## config.mk

```make
export PLATFORM = sky130hd
export DESIGN_NAME = sulpm_top
export DESIGN_NICKNAME = d
export VERILOG_FILES = /design/src/sulpm_pkg.sv /design/src/sulpm_tmr_if.sv /design/src/sulpm_speedup_timer.sv /design/src/sulpm_top.sv
export SDC_FILE = /design/constraint.sdc
export NUM_CORES = 1
export LEC_CHECK = 0
export BUFFER_PORTS_ARGS = -buffer_cell sky130_fd_sc_hd__buf_2
export CAP_MARGIN = 0
export CORE_MARGIN = 2
export CORE_UTILIZATION = 48
export CTS_CLUSTER_DIAMETER = 100
export DETAILED_ROUTE_END_ITERATION = 7
export PLACE_DENSITY_LB_ADDON = 0.25
export SYNTH_ARGS = -nofsm -noshare
export SYNTH_HDL_FRONTEND = slang
export SYNTH_SLANG_ARGS = --single-unit
```

## constraint.sdc

```tcl
create_clock -name ref_clk -period 1.95 [get_ports ref_clk]
set_input_delay 0.195 -clock ref_clk [delete_from_list [all_inputs] [get_ports ref_clk]]
set_output_delay 0.195 -clock ref_clk [all_outputs]
set_load 0.005 [all_outputs]
```

## src/sulpm_pkg.sv

```systemverilog
/*
  package for the speed-up lock and pump monitor: register map, field positions,
  reset values and timing constants.
  assumes nothing of its surroundings.
*/
package sulpm_pkg;

  localparam int          ADDR_W            = 8;
  localparam int          DATA_W            = 8;

  localparam logic [7:0]  ADDR_FB_DIV       = 8'h10;
  localparam logic [7:0]  ADDR_DIV_SLIP     = 8'h1B;
  localparam logic [7:0]  ADDR_GAIN_TMR_HI  = 8'h1D;
  localparam logic [7:0]  ADDR_PUMP_LOW     = 8'h1E;
  localparam logic [7:0]  ADDR_PUMP_HIGH    = 8'h1F;
  localparam logic [7:0]  ADDR_TMR_LOW      = 8'h20;
  localparam logic [7:0]  ADDR_NORMAL_GAIN  = 8'h40;
  localparam logic [7:0]  ADDR_IRQ_STATUS   = 8'h41;
  localparam logic [7:0]  ADDR_IRQ_MASK     = 8'h42;

  localparam int          SLIP_LSB          = 5;
  localparam int          SLIP_W            = 2;
  localparam int          GAIN_W            = 5;
  localparam int          TMR_HI_LSB        = 5;
  localparam int          TMR_W             = 11;
  localparam int          THR_W             = 6;
  localparam int          FLAG_BIT          = 6;
  localparam int          TMR_SCALE_SH      = 5;
  localparam int          CNT_W             = TMR_W + TMR_SCALE_SH;

  localparam logic [1:0]  SLIP_OFF          = 2'h0;
  localparam logic [1:0]  SLIP_X2           = 2'h1;
  localparam logic [1:0]  SLIP_X4           = 2'h2;

  localparam logic [7:0]  RST_DIV_SLIP      = 8'h08;
  localparam logic [7:0]  RST_GAIN_TMR_HI   = 8'h00;
  localparam logic [5:0]  RST_THR_LOW       = 6'h0A;
  localparam logic [5:0]  RST_THR_HIGH      = 6'h32;
  localparam logic [7:0]  RST_TMR_LOW       = 8'h00;
  localparam logic [4:0]  RST_NORMAL_GAIN   = 5'h00;

  localparam int          IRQ_W             = 3;
  localparam int          IRQ_TMR_DONE      = 0;
  localparam int          IRQ_PUMP_LOW      = 1;
  localparam int          IRQ_PUMP_HIGH     = 2;

endpackage

```

## src/sulpm_tmr_if.sv

```systemverilog
/*
  interface between the register file and the speed-up timer.
  assumes both ends run on ref_clk.
*/
`timescale 1ns/1ps
interface sulpm_tmr_if;
  logic                        start;
  logic [sulpm_pkg::TMR_W-1:0] length;
  logic                        running;
  logic                        done;

  modport ctrl  (output start, output length, input running, input done);
  modport timer (input start, input length, output running, output done);
endinterface

```

## src/sulpm_speedup_timer.sv

```systemverilog
/*
  speed-up timer: counts phase detector ticks, length field times 32.
  assumes pfd_tick is a one-cycle pulse on ref_clk per phase detector cycle.
*/
`timescale 1ns/1ps
module sulpm_speedup_timer (
  input  wire logic   ref_clk,
  input  wire logic   rst,
  input  wire logic   pfd_tick,
  sulpm_tmr_if.timer  tmr
);
  logic [sulpm_pkg::CNT_W-1:0] remain;
  logic                        running;
  logic                        done;
  wire  [sulpm_pkg::CNT_W-1:0] load_val = {tmr.length, {sulpm_pkg::TMR_SCALE_SH{1'b0}}};
  wire                         last     = running && pfd_tick && (remain == 16'h0001);

  always_ff @(posedge ref_clk) begin
    if (rst) begin
      remain  <= '0;
      running <= 1'b0;
      done    <= 1'b0;
    end else begin
      done <= last;
      if (tmr.start) begin
        remain  <= load_val;
        running <= (tmr.length != '0);
      end else if (running && pfd_tick) begin
        remain  <= remain - 16'h0001;
        running <= !last;
      end
    end
  end

  assign tmr.running = running;
  assign tmr.done    = done;
endmodule

```

## src/sulpm_top.sv

```systemverilog
/*
  speed-up lock and pump monitor: register file, speed-up gain and slip
  reduction selection, pump window check on the lock indicator, interrupt.
  assumes pump comparator inputs and ramp_active come from pins or other
  clock domains and are synchronised here; pfd_tick comes from ref_clk logic.
*/
// Notes on behaviour
// - speed-up active multiplies R and N divides
// - slip factor 0 off, 1 x2, 2 x4
// - speed-up gain only while timer or ramp
// - gain code n means n times 100 uA
// - feedback divider write starts the timer
// - timer length is field times 32; zero disables
// - expiry restores normal gain and divides
// - pump below low threshold drops lock indicator
// - read-only flag, one when above low threshold
// - pump above high threshold drops lock indicator
`timescale 1ns/1ps
module sulpm_top (
  input  wire logic                           ref_clk,
  input  wire logic                           rst,
  input  wire logic [sulpm_pkg::ADDR_W-1:0]   addr,
  input  wire logic [sulpm_pkg::DATA_W-1:0]   wdata,
  input  wire logic                           wr,
  input  wire logic                           rd,
  output logic      [sulpm_pkg::DATA_W-1:0]   rdata,
  input  wire logic                           pfd_tick,
  input  wire logic                           ramp_active,
  input  wire logic                           ramp_speedup_select,
  input  wire logic                           pump_below_low,
  input  wire logic                           pump_above_high,
  input  wire logic                           lock_detect_in,
  output logic      [sulpm_pkg::GAIN_W-1:0]   pump_gain,
  output logic      [2:0]                     divide_mult,
  output logic                                speedup_active,
  output logic      [sulpm_pkg::THR_W-1:0]    pump_low_threshold,
  output logic      [sulpm_pkg::THR_W-1:0]    pump_high_threshold,
  output logic                                lock_indicator,
  output logic                                irq
);

  sulpm_tmr_if tmr ();

  logic [7:0]                    divider_slip_config;
  logic [7:0]                    speedup_gain_timer_high;
  logic [sulpm_pkg::THR_W-1:0]   thr_low;
  logic [sulpm_pkg::THR_W-1:0]   thr_high;
  logic [7:0]                    speedup_timer_low;
  logic [sulpm_pkg::GAIN_W-1:0]  normal_pump_gain;
  logic [sulpm_pkg::IRQ_W-1:0]   irq_status;
  logic [sulpm_pkg::IRQ_W-1:0]   irq_mask;

  // three-stage synchronisers for the external levels
  logic [2:0] low_sync;
  logic [2:0] high_sync;
  logic [2:0] ramp_sync;
  logic       low_q;
  logic       high_q;
  logic       ramp_q;
  logic       low_prev;
  logic       high_prev;

  always_ff @(posedge ref_clk) begin
    if (rst) begin
      low_sync  <= 3'h0;
      high_sync <= 3'h0;
      ramp_sync <= 3'h0;
      low_q     <= 1'b0;
      high_q    <= 1'b0;
      ramp_q    <= 1'b0;
      low_prev  <= 1'b0;
      high_prev <= 1'b0;
    end else begin
      low_sync  <= {low_sync[1:0], pump_below_low};
      high_sync <= {high_sync[1:0], pump_above_high};
      ramp_sync <= {ramp_sync[1:0], ramp_active};
      if (low_sync[2] == low_sync[1]) begin
        low_q <= low_sync[1];
      end
      if (high_sync[2] == high_sync[1]) begin
        high_q <= high_sync[1];
      end
      if (ramp_sync[2] == ramp_sync[1]) begin
        ramp_q <= ramp_sync[1];
      end
      low_prev  <= low_q;
      high_prev <= high_q;
    end
  end

  // register decode
  wire wr_fb_div      = wr && (addr == sulpm_pkg::ADDR_FB_DIV);
  wire wr_div_slip    = wr && (addr == sulpm_pkg::ADDR_DIV_SLIP);
  wire wr_gain_tmr_hi = wr && (addr == sulpm_pkg::ADDR_GAIN_TMR_HI);
  wire wr_pump_low    = wr && (addr == sulpm_pkg::ADDR_PUMP_LOW);
  wire wr_pump_high   = wr && (addr == sulpm_pkg::ADDR_PUMP_HIGH);
  wire wr_tmr_low     = wr && (addr == sulpm_pkg::ADDR_TMR_LOW);
  wire wr_normal_gain = wr && (addr == sulpm_pkg::ADDR_NORMAL_GAIN);
  wire wr_irq_mask    = wr && (addr == sulpm_pkg::ADDR_IRQ_MASK);
  wire rd_irq_status  = rd && (addr == sulpm_pkg::ADDR_IRQ_STATUS);

  wire [1:0] slip_reduction_factor =
    divider_slip_config[sulpm_pkg::SLIP_LSB +: sulpm_pkg::SLIP_W];
  wire [sulpm_pkg::GAIN_W-1:0] speedup_pump_gain = speedup_gain_timer_high[sulpm_pkg::GAIN_W-1:0];
  wire [sulpm_pkg::TMR_W-1:0]  speedup_timer_count =
    {speedup_gain_timer_high[7:sulpm_pkg::TMR_HI_LSB], speedup_timer_low};

  assign tmr.start  = wr_fb_div;
  assign tmr.length = speedup_timer_count;

  sulpm_speedup_timer u_timer (
    .ref_clk  (ref_clk),
    .rst      (rst),
    .pfd_tick (pfd_tick),
    .tmr      (tmr)
  );

  wire       next_speedup = tmr.running || (ramp_speedup_select && ramp_q);
  wire [2:0] slip_mult    = (slip_reduction_factor == sulpm_pkg::SLIP_X2) ? 3'h2 :
                            (slip_reduction_factor == sulpm_pkg::SLIP_X4) ? 3'h4 : 3'h1;
  wire       out_window   = low_q || high_q;

  wire [sulpm_pkg::IRQ_W-1:0] irq_events = {high_q && !high_prev, low_q && !low_prev, tmr.done};
  wire [sulpm_pkg::IRQ_W-1:0] next_irq_status =
    (rd_irq_status ? {sulpm_pkg::IRQ_W{1'b0}} : irq_status) | irq_events;

  // read mux; pump_low flag reads 1 when above the low threshold
  logic [7:0] rd_mux;
  always_comb begin
    unique case (addr)
      sulpm_pkg::ADDR_DIV_SLIP:    rd_mux = divider_slip_config;
      sulpm_pkg::ADDR_GAIN_TMR_HI: rd_mux = speedup_gain_timer_high;
      sulpm_pkg::ADDR_PUMP_LOW:    rd_mux = {1'b0, !low_q, thr_low};
      sulpm_pkg::ADDR_PUMP_HIGH:   rd_mux = {1'b0, high_q, thr_high};
      sulpm_pkg::ADDR_TMR_LOW:     rd_mux = speedup_timer_low;
      sulpm_pkg::ADDR_NORMAL_GAIN: rd_mux = {3'h0, normal_pump_gain};
      sulpm_pkg::ADDR_IRQ_STATUS:  rd_mux = {5'h00, irq_status};
      sulpm_pkg::ADDR_IRQ_MASK:    rd_mux = {5'h00, irq_mask};
      default:                     rd_mux = 8'h00;
    endcase
  end

  always_ff @(posedge ref_clk) begin
    if (rst) begin
      divider_slip_config     <= sulpm_pkg::RST_DIV_SLIP;
      speedup_gain_timer_high <= sulpm_pkg::RST_GAIN_TMR_HI;
      thr_low                 <= sulpm_pkg::RST_THR_LOW;
      thr_high                <= sulpm_pkg::RST_THR_HIGH;
      speedup_timer_low       <= sulpm_pkg::RST_TMR_LOW;
      normal_pump_gain        <= sulpm_pkg::RST_NORMAL_GAIN;
      irq_mask                <= '0;
    end else begin
      if (wr_div_slip) begin
        divider_slip_config <= wdata;
      end
      if (wr_gain_tmr_hi) begin
        speedup_gain_timer_high <= wdata;
      end
      if (wr_pump_low) begin
        thr_low <= wdata[sulpm_pkg::THR_W-1:0];
      end
      if (wr_pump_high) begin
        thr_high <= wdata[sulpm_pkg::THR_W-1:0];
      end
      if (wr_tmr_low) begin
        speedup_timer_low <= wdata;
      end
      if (wr_normal_gain) begin
        normal_pump_gain <= wdata[sulpm_pkg::GAIN_W-1:0];
      end
      if (wr_irq_mask) begin
        irq_mask <= wdata[sulpm_pkg::IRQ_W-1:0];
      end
    end
  end

  always_ff @(posedge ref_clk) begin
    if (rst) begin
      rdata               <= 8'h00;
      irq_status          <= '0;
      irq                 <= 1'b0;
      speedup_active      <= 1'b0;
      pump_gain           <= sulpm_pkg::RST_NORMAL_GAIN;
      divide_mult         <= 3'h1;
      pump_low_threshold  <= sulpm_pkg::RST_THR_LOW;
      pump_high_threshold <= sulpm_pkg::RST_THR_HIGH;
      lock_indicator      <= 1'b0;
    end else begin
      rdata               <= rd ? rd_mux : 8'h00;
      irq_status          <= next_irq_status;
      irq                 <= |(next_irq_status & irq_mask);
      speedup_active      <= next_speedup;
      pump_gain           <= next_speedup ? speedup_pump_gain : normal_pump_gain;
      divide_mult         <= next_speedup ? slip_mult : 3'h1;
      pump_low_threshold  <= thr_low;
      pump_high_threshold <= thr_high;
      lock_indicator      <= lock_detect_in && !out_window;
    end
  end

endmodule

```

Word level (Yosys, flattened, before mapping) --
Cells that the tools add are included.
Word-level totals: bits in registers 110, bits of input ports 26
Operators by class: add/sub/neg operators 1, eq/ne operators 15, muxes and demuxes 9, bitwise operators 4, reduce and logical (&&, ||, !) cells 29
Operators by type and width (count):
- $pmux W8 S8 | 1
- $eq A8 B5 Y1 const B | 5
- $mux W16 | 2
- $eq A8 B7 Y1 const B | 3
- $eq A16 B1 Y1 const B | 1
- $sub A16 B1 Y16 const B | 1
- $logic_and A1 B1 Y1 | 15
- $reduce_bool A11 Y1 | 1
- $eq A8 B6 Y1 const B | 1
- $mux W3 | 2
- $reduce_or A2 Y1 | 3
- $reduce_or A3 Y1 | 2
- $logic_not A1 Y1 | 5
- $mux W5 | 1
- $and A3 B3 Y3 | 1
- $eq A1 B1 Y1 | 3
- $or A3 B3 Y3 | 1
- $eq A2 B1 Y1 const B | 1
- $eq A2 B2 Y1 const B | 1
- $logic_or A1 B1 Y1 | 2
- $mux W1 | 2
- $mux W2 | 1
- $not A1 Y1 | 2
- $reduce_bool A2 Y1 | 1

Depth between registers and ports, before layout --
Gate-level depths: netlist of run 1.
depth after elaboration 6, mapped depth 8, depth with buffers taken out 7

Modules after synthesis --
Synthesis of run 1 repeated with hierarchy kept, for this count alone.
Second synthesis, totals: cells, all modules 475, area, all modules 4558.1 um^2
By module, submodules not included:
- sulpm_top | times used 1, cells each 365, area each 3598.5 um^2
- sulpm_speedup_timer | times used 1, cells each 110, area each 959.7 um^2

Worst setup path after synthesis of run 1 --
No wires, ideal clock.
path kind input-to-reg, start point input port addr[1] in the netlist's numbering, end point register normal_pump_gain[0] in the netlist's numbering, library setup time 0.128 ns, data arrival time 1.628 ns, required time 1.822 ns, path slack 0.194 ns, cell stages on the path 6, buffers on the path 1, cell sequence clkbuf_2 -> or4_4 -> nor3_1 -> nand3_2 -> mux2i_1 -> nor2_1
Between the ends: longest elaborated chain between the ends 2
RTL lines:
- start, declared | line sulpm_top.sv:22 | input wire logic [sulpm_pkg::ADDR_W-1:0] addr,
- $eq A8 B7 Y1 | line sulpm_top.sv:98 | wire wr_normal_gain = wr && (addr == sulpm_pkg::ADDR_NORMAL_GAIN);
- $logic_and A1 B1 Y1 | line sulpm_top.sv:98
- end signal, assigned | line sulpm_top.sv:150 | normal_pump_gain <= sulpm_pkg::RST_NORMAL_GAIN;
- end signal, assigned | line sulpm_top.sv:169 | normal_pump_gain <= wdata[sulpm_pkg::GAIN_W-1:0];
- end, declared | line sulpm_top.sv:49 | logic [sulpm_pkg::GAIN_W-1:0] normal_pump_gain;
Every way passes these cells. A chain may end at the register's enable or synchronous reset.

Worst setup path in the final report of run 1 --
start point register u_timer.remain[0] in the netlist's numbering, end point register u_timer.remain[10] in the netlist's numbering
Between the ends: longest elaborated chain between the ends 3
RTL lines:
- start, declared | line sulpm_speedup_timer.sv:12 | logic [sulpm_pkg::CNT_W-1:0] remain;
- start signal, assigned | line sulpm_speedup_timer.sv:26 | remain <= load_val;
- start signal, assigned | line sulpm_speedup_timer.sv:29 | remain <= remain - 16'h0001;
- $sub A16 B1 Y16 | line sulpm_speedup_timer.sv:29
- $mux W16 | line sulpm_speedup_timer.sv:28 | end else if (running && pfd_tick) begin
- $mux W16 | line sulpm_speedup_timer.sv:25 | if (tmr.start) begin
Every way passes these cells. The select of a mux whose other input is x is not followed.

==> results of run 1 <==
routing by layer:
layer / vias up / track usage (%) / routed length [um]
met3: 18 / 4.318 / 612
met2: 129 / 35.36 / 4912
li1: 1803 / - / -
met5: - / 0 / 0
met1: 1742 / 30.23 / 4896
met4: 0 / 6.955 / 212
cell type report:
class / count / area (um^2) / share of cell area, %
Inverter: 8 / 30.03 / 0.5868
Multi-Input combinational cell: 332 / 2091 / 40.86
Sequential cell: 110 / 2202 / 43.03
Tap cell: 111 / 138.9 / 2.714
Clock inverter: 6 / 47.55 / 0.9291
Clock buffer: 10 / 137.6 / 2.689
Timing Repair Buffer: 78 / 470.5 / 9.193
cells in the final DEF (no fill, tap or decap), types with 4 or more instances in the layout:
master      n
nand3_1    24
mux2_2      6
buf_2      56
nor2_1     44
xnor2_1    12
ha_1        4
mux2i_1    27
and3_1      5
or2_2       6
clkinv_4    4
a22o_1      9
dfxtp_1   110
a211oi_1   11
nand2_1    54
a22oi_1     7
o21ai_0     7
nor2b_1    23
nor3_1     15
inv_1       8
a21oi_1    35
buf_4      20
clkbuf_8   10
nor4_1      6
state kept, by name (all words and copies together) (netlist names), 5 cells and up:
| name | flops |
|---|---|
| u_timer.remain | 16 |
| divider_slip_config | 8 |
| rdata | 8 |
| speedup_gain_timer_high | 8 |
| speedup_timer_low | 8 |
| pump_high_threshold | 6 |
| pump_low_threshold | 6 |
| thr_high | 6 |
| thr_low | 6 |
| normal_pump_gain | 5 |
| pump_gain | 5 |
where the power goes:
group          internal (mW)  switching (mW)
combinational         0.0631           0.119
sequential              2.26         0.00422
clock                  0.507           0.767
total                   2.83           0.890
worst max-delay path, delay by kind of cell, from the launching register on:
family,cells,cell delay [ps]
XOR/XNOR,1,150
adder cells (fa/ha/maj),1,170
AO/OA/AOI/OAI,1,210
AND/OR/NAND/NOR,3,680
flip-flops,1,350
buffers and inverters,1,100
stage by stage:
stage | utilization, % | hold WS [ps] | instances | total power, mW
floorplan | - | 278.2 | 478 | 2.403
global placement | 54.15 | 402.0 | 639 | 2.489
detailed placement | 54.15 | 408.6 | 639 | 2.491
CTS | 56.18 | 19.49 | 655 | 3.746
global route | 56.18 | 33.79 | 655 | 3.852
finish | 56.18 | 27.58 | 655 | 3.716
cell families (layout without fill, tap and decap cells):
kind of cell / count (synthesis) / count (layout) / synth area share (%)
and+or+nand+nor: 199 / 199 / 23.33
DFF: 110 / 110 / 49.47
AOI/OAI and AO/OA: 81 / 81 / 11.97
buffers and inverters: 36 / 102 / 3.569
muxes: 33 / 33 / 7.588
xor gates and xnor gates: 15 / 15 / 2.951
adders and majority gates: 4 / 4 / 1.124
worst max path at each step:
stage | start | to | slack (ps) | depth (start not counted)
after floorplan | addr[1] | normal_pump_gain[0] | 190 | 6
after global placement | addr[0] | rdata[1] | 90 | 6
after detailed placement | addr[0] | rdata[1] | 80 | 6
after CTS | u_timer.remain[0] | u_timer.remain[10] | 210 | 7
after global routing | u_timer.remain[0] | u_timer.remain[10] | 20 | 7
final | u_timer.remain[0] | u_timer.remain[10] | 210 | 7
==> flow_summary.yaml, run 1 <==
synth:
  ys.flop_type: "dfxtp_1"
  ys_top_cells_by_count: "dfxtp_1, nand2_1, nor2_1"
  yosys_warnings: 0
  avgSynthCellArea_um2: 9.313
  synthCells: 478
  synth_seq_area_share_pct: 49.47
  post-synth-top-count-cell: "dfxtp_1"
  synth_top_cell_by_area: "dfxtp_1"
  synthTopCellsByArea: "dfxtp_1, mux2i_1, nand2_1"
  synthArstFlopShare_pct: 0
  yosysTopAreaCellShare_pct: 49.47
  synth.ff_latch_count: 110
  synth-edff-count: 0
  synth.cell_area_mm2: 0.004452
  syn_nets: 508
  synthDistinctLibCells: 47
timing:
  tns_ps: 0
  skew_ps: 7.237
  rsz0062_at_grt: "false"
  slew_headroom_pct: 70.23
  setup_viol_count_final: 0
  drv_slew: 0
  worstMarginPinSlew_ps: 445.6
  max_freq_ghz: 0.5743
  fin_crit_ps: 1741
  min_period_over_period_pct: 89.30
  timing_hold_violations_final: 0
  finalWorstSetupSlack_ps: 208.6
grt:
  grt_pass1_wl_um: 17490
  grt_pass1_vias: 3457
  overflow: 0
  antenna_found_initial: 0
  grt_max_degree: 95
  grt_usage_pct: 22.11
clocking:
  clockBufferDepth: 2
  htreeDepth: 3
  cts_tree: "built"
  holdBufCountCts: 0
  cts_root_buf: "clkbuf_8"
  numCtsBuffers: 9
  cts_sinks: 110
  ctsResizeCount: 0
  clk_latency_ps: 370
  post_cts_buffers: 0
  clk_pin_slew_worst_paths_ps: 100
floorplanning:
  dieArea_mm2: 0.01006
  dieWidth_um: 100.3
  initial_core_util_pct: 48.87
  num_rows: 35
  pin_count: 57
  die_h_um: 100.3
  core_mm2: 0.009109
detailed_routing:
  drtIter0Drc: 240
  wl_per_cell_um: 16.24
  via_per_inst: 5.637
  vias: 3692
  wirelength_um: 10630
  first_pass_iters: 5
  antenna_left: 0
  drc_errors: 0
setup_path:
  r2r_slack_ps: 210
  crit_fanout: 3
  r2r-end: "u_timer.remain[10]"
  reg2regPathDepth: 7
  crit_slowest_cell: "dfxtp_1"
  rr_startpoint: "u_timer.remain[0]"
  worstSetupPathType: "reg -> reg"
  critPathRequiredTime_ps: 2240
  max_stage_delay_ps: 350
  endpoint_kind: "register"
  critical_path.cell_chain: "inv_1 -> ha_1 -> and3_1 -> nand3_1 -> or3_1 -> xor2_1 -> a211oi_1"
  arrival_ps: 2030
  start_kind: "register"
hold_path:
  hold_end: "high_sync[0]"
  min_path_cells: 2
  min_from: "pump_above_high"
  hold_path.class: "in -> reg"
place:
  pre_cts_slack_ps: 81.48
  port_buffers: 56
  dp_hpwl_um: 7592
  gp_congestion: 0.9203
  post_dp_cell_area_mm2: 0.004932
power_and_ir_drop:
  ir_worst_vdd_v: 0.0004096
  power_leakage_nw: 2.022
  p_per_area_mw_per_mm2: 726.1
cells_and_area:
  stdcell_area_mm2: 0.005117
  drive_above_1_share_pct: 20.77
  antenna_cells: 0
  n_fill_cell: 858
  nets: 569
  syn_to_final_growth_pct: 14.95
status:
  status: "finished, final reports clean"
job:
  max-cap-violations: 0
No activity file was read; power rests on OpenSTA's default activity.
==> run 2, diff against run 1 <==
==> constraint.sdc (replaced) <==
create_clock -name ref_clk -period 1.95 [get_ports ref_clk]
set_input_delay 0.39 -clock ref_clk [delete_from_list [all_inputs] [get_ports ref_clk]]
set_output_delay 0.39 -clock ref_clk [all_outputs]
set_load 0.005 [all_outputs]
==> run 2 against run 1 <==
Clock-buffer cell count rose by 2. Sequential power barely moved. Setup slack got worse by 29 ps. Critical path depth did not move. Global-route usage rose by 0.84 points. Worst hold slack improved by 200 ps. Power rose by 7.1%. Die area did not move. Flip-flop and latch count did not move.
==> flow_summary.yaml, run 2 (same netlist as run 1, synthesis figures left out) <==
detailed_routing:
  vias: 3734
  drc_errors: 0
  wl_met1_um: 5017
  via_per_inst: 5.565
  antenna_left: 0
  wirelength_um: 11050
  wl_per_cell_um: 16.46
  drtIter0Drc: 199
  first_pass_iters: 5
  top_layer_used: "met4"
  wl_met2_um: 5260
  dr_wl_met3_um: 541
cells_and_area:
  final_cell_mix: "dfxtp_1, buf_2, nand2_1"
  multi_input_area_mm2: 0.002096
  stdcell_area_mm2: 0.005300
  layout_commonest_cell: "dfxtp_1"
  antenna_cells: 0
  drive_above_1_share_pct: 23.04
  fin_cells: 671
  seq_area_mm2: 0.002202
  largest_register_ffs: 16
  nets: 586
  utilization_pct: 58.19
  top_register: "u_timer.remain"
  n_fill_cell: 823
  syn_to_final_growth_pct: 19.06
timing:
  slew_headroom_pct: 55.07
  fin_crit_ps: 1771
  finalWorstSetupSlack_ps: 179.1
  setup_viol_count_final: 0
  worstMarginPinSlew_ps: 672.8
  min_period_over_period_pct: 90.81
  max_freq_ghz: 0.5647
  drv_slew: 0
  rsz0062_at_grt: "false"
  tns_ps: 0
  holdWs_ps: 226.5
  timing_hold_violations_final: 0
  skew_ps: 9.809
power_and_ir_drop:
  p_sw_mw: 0.8592
  swShare_pct: 21.59
  p_seq_share_pct: 56.8
  ir_worst_vdd_v: 0.0003951
  p_clk_share_pct: 38.2
  power_leakage_nw: 2.125
  p_per_area_mw_per_mm2: 750.8
  combPwrFrac_pct: 5.0
  p_int_mw: 3.120
  p_total_mw: 3.979
setup_path:
  critPathRequiredTime_ps: 2220
  max_stage_delay_ps: 340
  endpoint_kind: "register"
  arrival_ps: 2040
  worstSetupPathType: "reg -> reg"
  crit_fanout: 3
  critical_path.cell_chain: "inv_1 -> ha_1 -> and3_1 -> nand3_1 -> or3_1 -> xor2_1 -> a211oi_1"
  reg2regPathDepth: 7
  start_kind: "register"
  crit_slowest_cell: "dfxtp_1"
place:
  gp_congestion: 0.9478
  port_buffers: 56
  placed_cells: 656
  dp_hpwl_um: 8054
  pre_cts_slack_ps: -85.23
  post_dp_cell_area_mm2: 0.005077
clocking:
  numCtsBuffers: 9
  cts_sinks: 110
  clk_pin_slew_worst_paths_ps: 100
  htreeDepth: 3
  ctsResizeCount: 0
  post_cts_buffers: 0
  cts_root_buf: "clkbuf_8"
  clk_latency_ps: 360
  holdBufCountCts: 0
  cts_tree: "built"
  clockBufferDepth: 2
grt:
  antenna_found_initial: 0
  grt_pass1_wl_um: 18060
  overflow: 0
  grt_pass1_vias: 3542
  grt_max_degree: 30
  grt_usage_pct: 22.94
floorplanning:
  pin_count: 57
  num_rows: 35
  dieArea_mm2: 0.01006
  core_mm2: 0.009109
  initial_core_util_pct: 48.87
  dieWidth_um: 100.3
  die_h_um: 100.3
status:
  status: "finished, final reports clean"
job:
  max-cap-violations: 0
hold_path:
  min_path_cells: 2
  hold_path.class: "in -> reg"
[run 2: cell count changes in the layout (fill, tap and decap cells not counted), sizes merged]
| cell | before | now |
|---|---|---|
| buf | 78 | 95 |
| clkbuf | 10 | 12 |
| bufinv | 0 | 2 |
| clkinv | 5 | 0 |
[run 2: final timing paths]
path / slack [ps] / startpoint / to
setup / recovery: 180 / u_timer.remain[0] / u_timer.remain[10]
hold / removal: 230 / pump_below_low / low_sync[0]
setup reg to reg: 180 / u_timer.remain[0] / u_timer.remain[10]
hold reg to reg: 450 / low_sync[0] / low_sync[1]
[run 2: routing by layer]
metal / GRT usage, % / vias up
met5: 0 / -
met4: 6.849 / 0
met3: 4.457 / 19
met2: 37.74 / 112
met1: 30.64 / 1772
li1: - / 1831
[run 2: cell type report]
class	count	area share, %
clock buffer	12	2.927
inverter	8	0.5666
multi-input combinational	332	39.54
clock inverter	3	1.275
tap	111	2.620
timing repair buffer	95	11.52
sequential	110	41.55
[run 2: worst max-delay path: cells and delay by family, from the launching register on]
family	cells	cell delay, ps
buf+inv	1	90
xor+xnor	1	160
simple gates	3	680
fa+ha+maj	1	180
compound gates	1	240
flops	1	340
[run 2: power groups by stage]
| stage | Clock, mW | Combinational, mW | Sequential [mW] |
|---|---|---|---|
| 4_1_cts | 1.56 | 0.198 | 2.26 |
| 6_report | 1.52 | 0.200 | 2.26 |
| 3_5_place_dp | 0 | 0.197 | 2.31 |
| 2_1_floorplan | 0 | 0.0919 | 2.31 |
| 5_1_grt | 1.65 | 0.216 | 2.26 |
| 3_3_place_gp | 0 | 0.195 | 2.31 |
==> run 3, diff against run 2 <==
--- a/config.mk
+++ b/config.mk
@@ -5,6 +5,7 @@
 export SDC_FILE = /design/constraint.sdc
 export NUM_CORES = 1
 export LEC_CHECK = 0
+export ABC_AREA = 1
 export BUFFER_PORTS_ARGS = -buffer_cell sky130_fd_sc_hd__buf_2
 export CAP_MARGIN = 0
 export CORE_MARGIN = 2
==> run 3 against run 2 <==
Utilization shrank 2.5 points. Largest cell class unchanged. Clock power is 5% lower. Power fell by 2.2%. Clock-buffer cell count is 3 lower.
==> flow_summary.yaml, run 3 <==
floorplanning:
  pin_count: 57
  num_rows: 36
  core_mm2: 0.009684
  die_h_um: 103.6
  dieArea_mm2: 0.01074
  dieWidth_um: 103.6
  initial_core_util_pct: 49.19
timing:
  timing_hold_violations_final: 0
  skew_ps: 23.70
  max_freq_ghz: 0.6318
  min_period_over_period_pct: 81.17
  holdWs_ps: 179.8
  setup_viol_count_final: 0
  worstMarginPinSlew_ps: 423.4
  finalWorstSetupSlack_ps: 367.1
  rsz0062_at_grt: "false"
  drv_slew: 0
  fin_crit_ps: 1583
  tns_ps: 0
  slew_headroom_pct: 71.67
detailed_routing:
  wl_per_cell_um: 13.99
  drtIter0Drc: 237
  via_per_inst: 5.159
  wirelength_um: 11900
  antenna_left: 0
  drc_errors: 0
  first_pass_iters: 7
  vias: 4390
setup_path:
  start_kind: "register"
  endpoint_kind: "register"
  arrival_ps: 1870
  crit_fanout: 5
  critPathRequiredTime_ps: 2230
  worstSetupPathType: "reg -> reg"
clocking:
  htreeDepth: 3
  clockBufferDepth: 2
  cts_root_buf: "clkbuf_8"
  numCtsBuffers: 9
  clk_latency_ps: 400
  cts_sinks: 110
  post_cts_buffers: 0
  clk_pin_slew_worst_paths_ps: 130
  cts_tree: "built"
  ctsResizeCount: 0
  holdBufCountCts: 0
synth:
  ys.flop_type: "dfxtp_1"
  synthDistinctLibCells: 33
  synth-compound-area-share_pct: 13.61
  yosys_warnings: 0
  synthArstFlopShare_pct: 0
  synth_xor_area_share_pct: 0.9194
  yosysTopAreaCellShare_pct: 46.23
  synth-edff-count: 0
  syn_nets: 686
  synth.cell_area_mm2: 0.004763
  synth_top_cell_by_area: "dfxtp_1"
  synth.ff_latch_count: 110
  synthAdderAreaFrac_pct: 1.051
  synthCells: 656
  synth_mux_area_share_pct: 0
  synth_top_family_by_area: "simple AND/OR/NAND/NOR gates"
  avgSynthCellArea_um2: 7.261
  ys_top_cells_by_count: "dfxtp_1, nand2_1, nor2_1"
  post-synth-top-count-cell: "dfxtp_1"
  yosys.area_share.simple_pct: 29.10
  synth_seq_area_share_pct: 46.23
  synthTopCellsByArea: "dfxtp_1, nand2_1, nor2_1"
grt:
  grt_usage_pct: 22.17
  grt_pass1_vias: 4076
  antenna_found_initial: 0
  overflow: 0
  grt_max_degree: 55
  grt_pass1_wl_um: 19260
place:
  post_dp_cell_area_mm2: 0.005185
  placed_cells: 835
  pre_cts_slack_ps: 192.8
  dp_hpwl_um: 8645
  gp_congestion: 0.9417
  port_buffers: 56
cells_and_area:
  stdcell_area_mm2: 0.005398
  nets: 743
  syn_to_final_growth_pct: 13.32
  layout_commonest_cell: "dfxtp_1"
  utilization_pct: 55.74
  multi_input_area_mm2: 0.002128
  largest_register_ffs: 16
  n_fill_cell: 908
  final_cell_mix: "dfxtp_1, nand2_1, nor2_1"
  drive_above_1_share_pct: 16.71
  seq_area_mm2: 0.002202
  top_register: "u_timer.remain"
  fin_cells: 851
  antenna_cells: 0
hold_path:
  hold_path.class: "in -> reg"
job:
  max-cap-violations: 0
power_and_ir_drop:
  p_total_mw: 3.891
  ir_worst_vdd_v: 0.0004058
  power_leakage_nw: 2.372
  p_per_area_mw_per_mm2: 720.8
status:
  status: "finished, final reports clean"
## run 3: cell types whose count changed after synthesis, sizes merged, moves of 8 or more
| cell | change |
|---|---|
| nand2 | +65 |
| nand3 | +39 |
| a22o | -9 |
| o21ai | +55 |
| a21oi | +23 |
| mux2i | -27 |
| nor2 | +60 |
| a211oi | -11 |
| inv | +77 |
| nor3 | -8 |
| xnor2 | -12 |
| nor2b | -23 |
## run 3: critical path, stage by stage (launching register included)
cell     delay, ps
dfxtp_1        360
nor2_1         280
nand2_1         80
nor2_1         360
xor2_1         180
nor2_1          60
nor2_1         110
nor2_1          50
## run 3: path summary, 6_finish.rpt
kind	startpoint	endpoint	slack (ps)	cells past startpoint
min	pump_above_high	high_sync[0]	180	3
max reg2reg	u_timer.remain[2]	u_timer.remain[8]	370	7
min reg2reg	ramp_sync[0]	ramp_sync[1]	420	2
max	u_timer.remain[2]	u_timer.remain[8]	370	7
## run 3: report_power, final
group	leakage (nW)	internal (mW)	switching, mW
Sequential	0.888	2.26	0.00450
Clock	0.107	0.531	0.914
Combinational	1.38	0.0540	0.129
## run 3: layout make-up
cell class | instances | share of cell area (%)
Clock buffer | 9 | 2.295
Clock inverter | 7 | 1.646
Inverter | 87 | 6.073
Multi-Input combinational cell | 440 | 39.43
Sequential cell | 110 | 40.80
Tap cell | 133 | 3.083
Timing Repair Buffer | 65 | 6.676
## run 3: cells by family (layout without fill, tap and decap cells)
group	Yosys count	in the layout
AOI/OAI and AO/OA	125	125
xor gates and xnor gates	5	5
adders and majority gates	4	4
buffers and inverters	106	168
DFF	110	110
and+or+nand+nor	306	306
## run 3: layer usage
layer | vias to the layer above | GRT usage (%) | part of all wire [%]
met2 | 153 | 37.42 | 47
met4 | 0 | 9.653 | 2.8
met3 | 23 | 4.154 | 6.4
li1 | 2211 | - | -
met5 | - | 0 | 0
met1 | 2003 | 27.72 | 43
